### src/core/rcout_pkg.sv
package rcout_pkg;
	localparam logic [31:0] RCOUT_CTRL_OFS    = 32'h0000_0000;
	localparam logic [31:0] RCOUT_SRC_OFS     = 32'h0000_0004;
	localparam logic [31:0] RCOUT_STAT_OFS    = 32'h0000_0008;
	localparam int          RCOUT_ADDR_W      = 4;
	localparam int          RCOUT_ON_BIT      = 7;
	localparam int          RCOUT_DUTY_HI     = 4;
	localparam int          RCOUT_DUTY_LO     = 3;
	localparam int          RCOUT_DIV_HI      = 2;
	localparam int          RCOUT_DIV_LO      = 0;
	localparam logic [7:0]  RCOUT_CTRL_RST    = 8'h10;
	localparam logic [7:0]  RCOUT_CTRL_MASK   = 8'h9F;
	localparam logic [2:0]  RCOUT_SRC_RST     = 3'h0;
	localparam int          RCOUT_STAT_OUT    = 0;
	localparam int          RCOUT_STAT_RUN    = 1;
	localparam int          RCOUT_STAT_CNT_LO = 8;
	localparam logic [2:0]  RCOUT_SRC_SYS     = 3'h0;
	localparam logic [2:0]  RCOUT_SRC_HF      = 3'h1;
	localparam logic [2:0]  RCOUT_SRC_LF      = 3'h2;
	localparam logic [2:0]  RCOUT_SRC_MF      = 3'h3;
	localparam logic [2:0]  RCOUT_SRC_SEC     = 3'h4;
	localparam int          RCOUT_NUM_EXT     = 4;
	localparam logic [2:0]  RCOUT_DIV_NONE    = 3'h0;
	localparam logic [1:0]  RCOUT_DUTY_ZERO   = 2'h0;
	localparam logic [8:0]  RCOUT_EDGE_BASE   = 9'h002;
endpackage

### src/core/rcout_link_if.sv
`timescale 1ns/1ps
interface rcout_link_if;
	logic       enable;
	logic [1:0] duty;
	logic [2:0] div;
	logic       sleep;
	logic       src_edge;
	logic       src_rise;
	logic       src_level;
	logic       src_sys;
	logic       out;
	logic       running;
	logic [7:0] count;
	modport ctrl (
		output enable, duty, div, sleep, src_edge, src_rise, src_level,
		src_sys,
		input  out, running, count
	);
	modport shaper (
		input  enable, duty, div, sleep, src_edge, src_rise, src_level,
		src_sys,
		output out, running, count
	);
endinterface

### src/core/rcout_sync.sv
`timescale 1ns/1ps
module rcout_sync (
	input  wire logic core_clk_in,
	input  wire logic reset_in,
	input  wire logic async_in,
	output logic      level_out,
	output logic      rise_out,
	output logic      edge_out
);
	logic meta_r;
	logic sync_r;
	logic prev_r;

	always_ff @(posedge core_clk_in) begin
		if (reset_in) begin
			meta_r <= 1'b0;
			sync_r <= 1'b0;
			prev_r <= 1'b0;
		end else begin
			meta_r <= async_in;
			sync_r <= meta_r;
			prev_r <= sync_r;
		end
	end

	// edges are taken between the second and third stage only
	always_comb begin
		level_out = sync_r;
		rise_out  = sync_r & ~prev_r;
		edge_out  = sync_r ^ prev_r;
	end
endmodule

### src/core/rcout_shaper.sv
`timescale 1ns/1ps
module rcout_shaper
	import rcout_pkg::*;
(
	input  wire logic core_clk_in,
	input  wire logic reset_in,
	rcout_link_if.shaper lnk
);
	logic [8:0] last_edge;
	logic [8:0] high_edges;
	logic [7:0] cnt_nxt;
	logic       out_nxt;

	always_comb begin
		last_edge  = (RCOUT_EDGE_BASE << lnk.div) - 9'h001;
		high_edges = {7'h00, lnk.duty} << lnk.div;
		high_edges = high_edges >> 1;
		cnt_nxt    = ({1'b0, lnk.count} == last_edge) ? 8'h00
			: lnk.count + 8'h01;
		if (lnk.div == RCOUT_DIV_NONE) begin
			// undivided: follow the source, duty field ignored
			out_nxt = lnk.src_sys ? ~lnk.out : lnk.src_level;
		end else begin
			out_nxt = {1'b0, cnt_nxt} < high_edges;
		end
	end

	always_ff @(posedge core_clk_in) begin
		if (reset_in || !lnk.enable) begin
			// disable drops the pin on the same edge
			lnk.running <= 1'b0;
			lnk.count   <= 8'h00;
			lnk.out     <= 1'b0;
		end else if (lnk.sleep) begin
			// everything holds; resumes where it stopped
			lnk.running <= lnk.running;
		end else if (lnk.src_edge) begin
			if (!lnk.running) begin
				// start on a rising source edge only: no runt
				if (lnk.src_rise) begin
					lnk.running <= 1'b1;
					lnk.count   <= 8'h00;
					lnk.out     <= (lnk.div == RCOUT_DIV_NONE)
						|| (lnk.duty != RCOUT_DUTY_ZERO);
				end
			end else begin
				lnk.count <= cnt_nxt;
				lnk.out   <= out_nxt;
			end
		end
	end
endmodule

### src/core/rcout_top.sv
`timescale 1ns/1ps
module rcout_top
	import rcout_pkg::*;
(
	input  wire logic        core_clk_in,
	input  wire logic        reset_in,
	input  wire logic        wb_cyc_i_in,
	input  wire logic        wb_stb_i_in,
	input  wire logic        wb_we_i_in,
	input  wire logic [31:0] wb_adr_i_in,
	input  wire logic [31:0] wb_dat_i_in,
	input  wire logic [3:0]  wb_sel_i_in,
	output logic [31:0]      wb_dat_o_out,
	output logic             wb_ack_o_out,
	input  wire logic        sleep_in,
	input  wire logic        high_freq_internal_osc_in,
	input  wire logic        low_freq_internal_osc_in,
	input  wire logic        mid_freq_internal_osc_in,
	input  wire logic        secondary_oscillator_in,
	output logic             ref_clock_out_pin_out,
	output logic             ref_clock_periph_out
);
	logic [7:0]               ref_clock_control_r;
	logic [2:0]               ref_clock_source_select_r;
	logic [31:0]              rd_data_nxt;
	logic                     ack_r;
	logic [31:0]              dat_r;
	logic                     req;
	logic                     wr_ctrl;
	logic                     wr_src;
	logic                     ref_clock_on_bit;
	logic [RCOUT_NUM_EXT-1:0] ext_pins;
	logic [RCOUT_NUM_EXT-1:0] ext_level;
	logic [RCOUT_NUM_EXT-1:0] ext_rise;
	logic [RCOUT_NUM_EXT-1:0] ext_edge;

	rcout_link_if lnk ();

	assign ext_pins = {secondary_oscillator_in, mid_freq_internal_osc_in,
		low_freq_internal_osc_in, high_freq_internal_osc_in};

	// each oscillator is foreign to core_clk_in and is synchronised first
	genvar gi;
	generate
		for (gi = 0; gi < RCOUT_NUM_EXT; gi++) begin : g_src
			rcout_sync u_sync (
				.core_clk_in (core_clk_in),
				.reset_in    (reset_in),
				.async_in    (ext_pins[gi]),
				.level_out   (ext_level[gi]),
				.rise_out    (ext_rise[gi]),
				.edge_out    (ext_edge[gi])
			);
		end
	endgenerate

	// wishbone decode; writable registers live in the low byte lane
	always_comb begin
		req      = wb_cyc_i_in & wb_stb_i_in & ~ack_r;
		// writes land on the ack edge, the one the master samples
		wr_ctrl  = wb_cyc_i_in & wb_stb_i_in & ack_r & wb_we_i_in
			& wb_sel_i_in[0] & (wb_adr_i_in == RCOUT_CTRL_OFS);
		wr_src   = wb_cyc_i_in & wb_stb_i_in & ack_r & wb_we_i_in
			& wb_sel_i_in[0] & (wb_adr_i_in == RCOUT_SRC_OFS);
	end

	always_comb begin
		rd_data_nxt = 32'h0000_0000;
		if (wb_adr_i_in == RCOUT_CTRL_OFS) begin
			// bits 6-5 read back zero
			rd_data_nxt[7:0] = ref_clock_control_r & RCOUT_CTRL_MASK;
		end else if (wb_adr_i_in == RCOUT_SRC_OFS) begin
			rd_data_nxt[2:0] = ref_clock_source_select_r;
		end else if (wb_adr_i_in == RCOUT_STAT_OFS) begin
			rd_data_nxt[RCOUT_STAT_OUT] = lnk.out;
			rd_data_nxt[RCOUT_STAT_RUN] = lnk.running;
			rd_data_nxt[RCOUT_STAT_CNT_LO +: 8] = lnk.count;
		end
	end

	// one-cycle registered ack; unmapped addresses ack with zero data
	always_ff @(posedge core_clk_in) begin
		if (reset_in) begin
			ack_r <= 1'b0;
			dat_r <= 32'h0000_0000;
		end else begin
			ack_r <= req;
			dat_r <= req ? rd_data_nxt : 32'h0000_0000;
		end
	end

	always_ff @(posedge core_clk_in) begin
		if (reset_in) begin
			ref_clock_control_r <= RCOUT_CTRL_RST;
		end else if (wr_ctrl) begin
			// accepted even while running
			ref_clock_control_r <= wb_dat_i_in[7:0] & RCOUT_CTRL_MASK;
		end
	end

	always_ff @(posedge core_clk_in) begin
		if (reset_in) begin
			ref_clock_source_select_r <= RCOUT_SRC_RST;
		end else if (wr_src) begin
			ref_clock_source_select_r <= wb_dat_i_in[2:0];
		end
	end

	// enable seen by the shaper is the value being written, so a clear
	// stops the output on the write edge rather than one later
	always_comb begin
		ref_clock_on_bit = wr_ctrl ? wb_dat_i_in[RCOUT_ON_BIT]
			: ref_clock_control_r[RCOUT_ON_BIT];
	end

	always_comb begin
		lnk.enable    = ref_clock_on_bit;
		// fields bypass too, so a start written with new settings
		// opens its first period with them and leaves no runt
		lnk.duty      = wr_ctrl ? wb_dat_i_in[RCOUT_DUTY_HI:RCOUT_DUTY_LO]
			: ref_clock_control_r[RCOUT_DUTY_HI:RCOUT_DUTY_LO];
		lnk.div       = wr_ctrl ? wb_dat_i_in[RCOUT_DIV_HI:RCOUT_DIV_LO]
			: ref_clock_control_r[RCOUT_DIV_HI:RCOUT_DIV_LO];
		lnk.sleep     = sleep_in;
		lnk.src_sys   = 1'b0;
		lnk.src_edge  = 1'b0;
		lnk.src_rise  = 1'b0;
		lnk.src_level = 1'b0;
		// unimplemented codes give no edges, so the output stalls
		unique case (ref_clock_source_select_r)
			RCOUT_SRC_SYS: begin
				// system clock: every cycle is one source half period
				lnk.src_sys  = 1'b1;
				lnk.src_edge = 1'b1;
				lnk.src_rise = 1'b1;
			end
			RCOUT_SRC_HF: begin
				lnk.src_edge  = ext_edge[0];
				lnk.src_rise  = ext_rise[0];
				lnk.src_level = ext_level[0];
			end
			RCOUT_SRC_LF: begin
				lnk.src_edge  = ext_edge[1];
				lnk.src_rise  = ext_rise[1];
				lnk.src_level = ext_level[1];
			end
			RCOUT_SRC_MF: begin
				lnk.src_edge  = ext_edge[2];
				lnk.src_rise  = ext_rise[2];
				lnk.src_level = ext_level[2];
			end
			RCOUT_SRC_SEC: begin
				lnk.src_edge  = ext_edge[3];
				lnk.src_rise  = ext_rise[3];
				lnk.src_level = ext_level[3];
			end
			default: begin
				lnk.src_edge = 1'b0;
			end
		endcase
	end

	rcout_shaper u_shaper (
		.core_clk_in (core_clk_in),
		.reset_in    (reset_in),
		.lnk         (lnk)
	);

	always_comb begin
		wb_ack_o_out          = ack_r;
		wb_dat_o_out          = dat_r;
		ref_clock_out_pin_out = lnk.out;
		ref_clock_periph_out  = lnk.out;
	end

	a_ack_single: assert property (@(posedge core_clk_in)
		disable iff (reset_in)
		wb_ack_o_out |=> !wb_ack_o_out)
		else $error("ack held longer than one cycle");

	a_ack_follows_req: assert property (@(posedge core_clk_in)
		disable iff (reset_in)
		(wb_cyc_i_in && wb_stb_i_in && !wb_ack_o_out) |=> wb_ack_o_out)
		else $error("request not acknowledged next cycle");

	a_reserved_zero: assert property (@(posedge core_clk_in)
		disable iff (reset_in)
		ref_clock_control_r[6:5] == 2'h0)
		else $error("reserved control bits set");

	a_duty_reset: assert property (@(posedge core_clk_in)
		$fell(reset_in) |-> ref_clock_control_r == RCOUT_CTRL_RST)
		else $error("control reset value wrong");

	a_disable_drop: assert property (@(posedge core_clk_in)
		disable iff (reset_in)
		(wr_ctrl && !wb_dat_i_in[RCOUT_ON_BIT])
		|=> !ref_clock_out_pin_out && lnk.count == 8'h00)
		else $error("output not stopped on disable");

	a_off_idle: assert property (@(posedge core_clk_in)
		disable iff (reset_in)
		!ref_clock_control_r[RCOUT_ON_BIT] && !ack_r
		|-> !ref_clock_out_pin_out && !lnk.running)
		else $error("disabled module not idle");

	a_sleep_freeze: assert property (@(posedge core_clk_in)
		disable iff (reset_in)
		sleep_in && ref_clock_on_bit && !wr_ctrl && !wr_src
		|=> $stable(ref_clock_out_pin_out) && $stable(lnk.count)
			&& $stable(ref_clock_control_r))
		else $error("state changed during sleep");

	a_start_high: assert property (@(posedge core_clk_in)
		disable iff (reset_in)
		(lnk.enable && !lnk.running && !sleep_in && lnk.src_rise
			&& lnk.duty != RCOUT_DUTY_ZERO)
		|=> ref_clock_out_pin_out && lnk.count == 8'h00)
		else $error("start did not open a full high phase");

	a_zero_duty: assert property (@(posedge core_clk_in)
		disable iff (reset_in)
		lnk.duty == RCOUT_DUTY_ZERO && lnk.div != RCOUT_DIV_NONE
		&& $stable(ref_clock_control_r) |=> !ref_clock_out_pin_out)
		else $error("zero duty produced a high output");

	a_sys_div2: assert property (@(posedge core_clk_in)
		disable iff (reset_in)
		lnk.running && lnk.src_sys && lnk.div == 3'h1
		&& lnk.duty == 2'h2 && !sleep_in && $stable(ref_clock_control_r)
		&& lnk.count == 8'h01 ##1 (!sleep_in && $stable(ref_clock_control_r))
		|-> lnk.count == 8'h02 && !ref_clock_out_pin_out)
		else $error("divide by two count or phase wrong");

	a_undiv_follow: assert property (@(posedge core_clk_in)
		disable iff (reset_in)
		lnk.running && !lnk.src_sys && lnk.div == RCOUT_DIV_NONE
		&& lnk.src_edge && !sleep_in && lnk.enable
		|=> ref_clock_out_pin_out == $past(lnk.src_level))
		else $error("undivided output not following source");

	a_pins_equal: assert property (@(posedge core_clk_in)
		disable iff (reset_in)
		ref_clock_out_pin_out == ref_clock_periph_out)
		else $error("pin and internal clock differ");
endmodule

### config.mk
export PLATFORM = sky130hd
export DESIGN_NAME = rcout_top
export DESIGN_NICKNAME = d
export VERILOG_FILES = /design/src/core/rcout_pkg.sv /design/src/core/rcout_link_if.sv /design/src/core/rcout_sync.sv /design/src/core/rcout_shaper.sv /design/src/core/rcout_top.sv
export SDC_FILE = /design/constraint.sdc
export NUM_CORES = 1
export LEC_CHECK = 0
export BUFFER_PORTS_ARGS = -buffer_cell sky130_fd_sc_hd__buf_4
export CAP_MARGIN = 10
export CORE_MARGIN = 5
export CORE_UTILIZATION = 44
export DETAILED_ROUTE_END_ITERATION = 16
export GPL_ROUTABILITY_DRIVEN = 0
export PLACE_DENSITY_LB_ADDON = 0.15
export SYNTH_ARGS = -nofsm -noshare
export SYNTH_HDL_FRONTEND = slang
export SYNTH_SLANG_ARGS = --single-unit
### constraint.sdc
create_clock -name core_clk_in -period 4.5 [get_ports core_clk_in]
set_input_delay 0.9 -clock core_clk_in [delete_from_list [all_inputs] [get_ports core_clk_in]]
set_output_delay 0.9 -clock core_clk_in [all_outputs]
set_load 0.05 [all_outputs]
==> flow_results.org <==
** Logic synthesis
- Synthesized area per cell :: approximately 8.4 um2
- The synthesized netlist devotes 30.0% of its cell area to simple gates.
- The synthesized netlist devotes 2.12% of its cell area to XOR and XNOR gates.
- Syn Std Cell Area :: 0.00289 mm2
- After synthesis, the share of cell area in mux cells is 6.49%.
- Combinational family with the most area after synthesis :: simple AND/OR/NAND/NOR gates
- The synthesized design contains 46 register bits.
- Sequential cells were found to cover 31.8% of the synthesized design area.
- Synthesized-area fraction occupied by adder cells :: 5.63%
- After synthesis, the netlist uses 58 different library cells.
- Asr flop ratio synth :: 0%
- The synthesized design contains 0 enable-type register cells.
- Yosys warnings :: 0
- Of the post-synthesis cell area, the dominant cell type holds around a third.
- Summing the areas of all compound-gate instances in the mapped netlist gives 14.5% of the synthesized area.
- The biggest area contributor in the post-synthesis netlist is dfxtp_1.
- The most used flip-flop cell after synthesis is dfxtp_1.
- Sorting the synthesized cells by area gives the leading types as dfxtp_1 (32%), buf_4 (5.7%), ha_1 (5.6%).
- After technology mapping, the gate count stands at approximately 340.

** Die
- Area of the placeable core :: 0.00639 mm2
- Once the floorplan was initialized, standard cells occupied 45.3% of the core.
- Number of rows created at floorplan :: 29
- Measured along the x axis, the die boundary spans 91.1 um.
- The die covers 0.00829 mm2.
- Top-Level Pins :: 113
- Vertical die dimension :: about 91 um

** GRT
- Pin count of the biggest net entering global routing :: 27
- Summed over all layers, the global routing overflow is 0.
- Number of global-route vias before repair :: 2,689
- The first global-routing pass estimated 12,600 um of wire.
- Antenna violations before repair :: 0
- Total routing usage reported by global routing :: 18.2%

** Setup path
- For flop-to-flop paths, the worst setup slack is 0.46 ns.
- Family of cells with the greatest summed delay on the critical path :: simple AND/OR/NAND/NOR gates
- The most numerous cell type found on the critical path is a21oi_2.
- In this run the worst path has a maximum fanout of 6.
- At the worst endpoint, the arrival time is 4.66 ns.
- The most critical setup path has its startpoint at wb_adr_i_in[11].
- Total buffers and inverters traversed by the critical path :: 1
- Setup Crit Path Kind :: in -> reg
- Cell chain of the critical path :: buf_4 > nor4_2 > and4_1 > nand4b_1 > mux2_4 > nand2_2 > ha_4 > xnor2_2 > nand3_1 > a2111o_1 > and3_4 > nor4_4 > o211ai_4 > o21a_1 > ha_4 > a21oi_2 > nand2_1 > a21o_1 > a21oi_2 > a21oi_2 > o21ai_1
- For this run, the slowest stage of the critical path takes ~0.40 ns.
- Among all stages on the critical path, the largest delay is contributed by a2111o_1.
- Data required time of the worst path :: 4.73 ns
- Worst r2r path cells :: 26
- The startpoint identified for the worst register-to-register timing path is wb_ack_o_out.
- Crit Reg-Reg Endpoint :: u_shaper.lnk.out
- Critical path startpoint category :: input port
- STA classifies the critical path endpoint as a flip-flop.

** Timing
- Setup repair after global routing could not meet its margin everywhere.
- Static timing analysis puts the maximum clock frequency at 226 MHz.
- Final setup vio count :: 0
- After layout, the worst setup slack is 0.0756 ns.
- The final critical path takes up a little over nine tenths of the cycle.
- Final worst path period need :: between 4 and 5 ns
- Setup skew after layout :: 0.00449 ns
- At the pin with the least slew margin, the transition time is 0.938 ns.
- Worst max-slew margin expressed relative to the limit :: 37.0%
- Slew Limit Fails :: 0
- Fin. Hold Viols :: 0

** Drt
- Wire length per cell :: between 10 and 15 um
- Summing over every cut layer, the via total after detailed routing is 2,731.
- The routed design has about 7700 um of wire.
- The detailed router finished its first iteration with 167 violations.
- Number of vias per cell after detailed routing :: between 5 and 6
- Count of nets left with antenna violations after detail routing :: 0
- DRC errors left :: 0
- First-pass iteration count of the detailed router :: 4

** Clocking
- Clock tree synthesis inserted a total of 5 buffers.
- Maximum count of clock buffers along a single path :: 2
- The clock net in this run drives a total of 46 sinks.
- The H-tree was split into 2 levels.
- After clock tree synthesis, the clock-pin slew on the worst setup and hold paths is 0.09 ns.
- TritonCTS built the clock tree.
- Later-pin clock latency in the skew report :: 0.29 ns
- The cell sitting at the root of the clock tree is a clkbuf_8.

** Place
- Placed wire-length estimate :: about 5800 um
- Count of input and output buffers :: 65
- Worst setup slack after placement :: -0.368 ns

** Min path
- End point of the most critical hold path :: g_src[2].u_sync.level_out
- Type of the worst min-delay path :: reg -> reg
- Source of the worst hold timing path :: g_src[2].u_sync.meta_r
- Along the worst hold path, the cell count comes to 1.

** Pwr
- Leakage Power :: 1.70 nW
- Power density over cell area :: about 230 mW/mm2
- The design draws 0.000894 W.
- Peak supply drop :: 0.181 mV

** Outcome
- The run finished with clean final reports.

** Cells and area
- After filler insertion, the fill cell instance count of the layout stands at 562.
- Fraction of final layout cells with drive strength greater than 1 :: approximately a third
- The library cell used most frequently in the layout, excluding fill and tap cells, is buf_4.
- Final #Nets :: 529
- Commonest non-fill, non-tap cells in the layout :: buf_4 (107), dfxtp_1 (46), nor2_1 (30)
- From synthesis to final layout, the design area changed by 35.3%.
- Ant diodes :: 0

** Flow run
- Across the run, the number of max-cap violations was 0.
## worst reg2reg max path: cells and delay by family, from the launching register on
kind	cells	cell delay [ns]
buf+inv	14	1.71
compound gates	6	0.85
flops	1	0.36
simple gates	5	0.86
fa+ha+maj	1	0.21
## metal layers
layer  GRT usage, %  up-vias  wire, um  share of wire (%)
li1               -     1369         -                  -
met1           22.2     1269      3200                 42
met2           32.2       77      3980                 52
met3           3.39       16       332                4.3
met4           5.62        0       159                2.1
met5              0        -         0                  0
## Yosys cell counts (all sizes together), types with 2 or more instances
cell and count:
nand4 6, a32o 3, mux2 4, a21oi 14, nand3 12, and4 2, and3 6, nor3 9
inv 11, nand2b 5, nand2 30, clkbuf 12, nor4b 2, and2 17, o21a 4, buf 26
ha 13, nor2b 17, a31oi 4, a22o 2, nor2 30, nor4 11, a21o 2, o21ai 8
xnor2 5, o31ai 4, xor2 2, mux2i 12, o211ai 6, dfxtp 46
## worst max path at each step
stage | endpoint | cells past startpoint
floorplan | u_shaper.lnk.out | 22
global placement | u_shaper.lnk.out | 21
detailed placement | u_shaper.lnk.out | 21
CTS | u_shaper.lnk.out | 21
global route | u_shaper.lnk.out | 21
finish | u_shaper.lnk.out | 21
## registers in the layout, indices dropped and copies added (netlist names), 3 cells and up
register and flops:
wb_dat_o_out 14, u_shaper.lnk.count 8, ref_clock_control_r 6, g_src.u_sync.level_out 4
g_src.u_sync.meta_r 4, g_src.u_sync.prev_r 4, ref_clock_source_select_r 3
## logic make-up after synthesis
family / after synthesis
AOI/OAI and AO/OA: 58
xor gates and xnor gates: 7
adders and majority gates: 13
buffers and inverters: 49
DFF: 46
muxes: 17
other: 1
and+or+nand+nor: 152
## where the power goes
| group | total (W) | switching [W] | internal, W | leakage [nW] |
|---|---|---|---|---|
| logic | 0.000101 | 0.0000611 | 0.0000396 | 1.26 |
| clock network | 0.000380 | 0.000143 | 0.000237 | 0.0714 |
| registers | 0.000413 | 0.00000180 | 0.000411 | 0.373 |
| total | 0.000894 | 0.000206 | 0.000688 | 1.70 |
## per-stage QoR
step	cells	util, %	instance area [um2]	TNS, ns	hold WS [ns]
2_1_floorplan	360	-	3010	-0.140	0.414
3_3_place_gp	489	55.3	3530	-0.358	0.418
3_5_place_dp	489	55.3	3530	-0.368	0.429
4_1_cts	516	61.1	3900	0	0.458
5_1_grt	516	61.3	3910	-0.143	0.468
6_report	516	61.3	3910	0	0.452
## cell type report
| type | instances | area, um2 | area share [%] |
|---|---|---|---|
| clock buffers | 6 | 82.6 | 2.11 |
| clock inverters | 2 | 60.1 | 1.54 |
| inverters | 11 | 41.3 | 1.06 |
| multi-input cells | 265 | 1890 | 48.2 |
| flip-flops and latches | 46 | 921 | 23.5 |
| well taps | 77 | 96.3 | 2.46 |
| repair buffers | 109 | 826 | 21.1 |
## timing repair
action	4_1_cts	5_1_grt
pin swaps	17	3
gates cloned	0	0
hold buffers	0	0
resized for setup	13	3
endpoints found under the setup margin	1	1
buffers inserted	19	0
(Power assumes the default switching activity.)
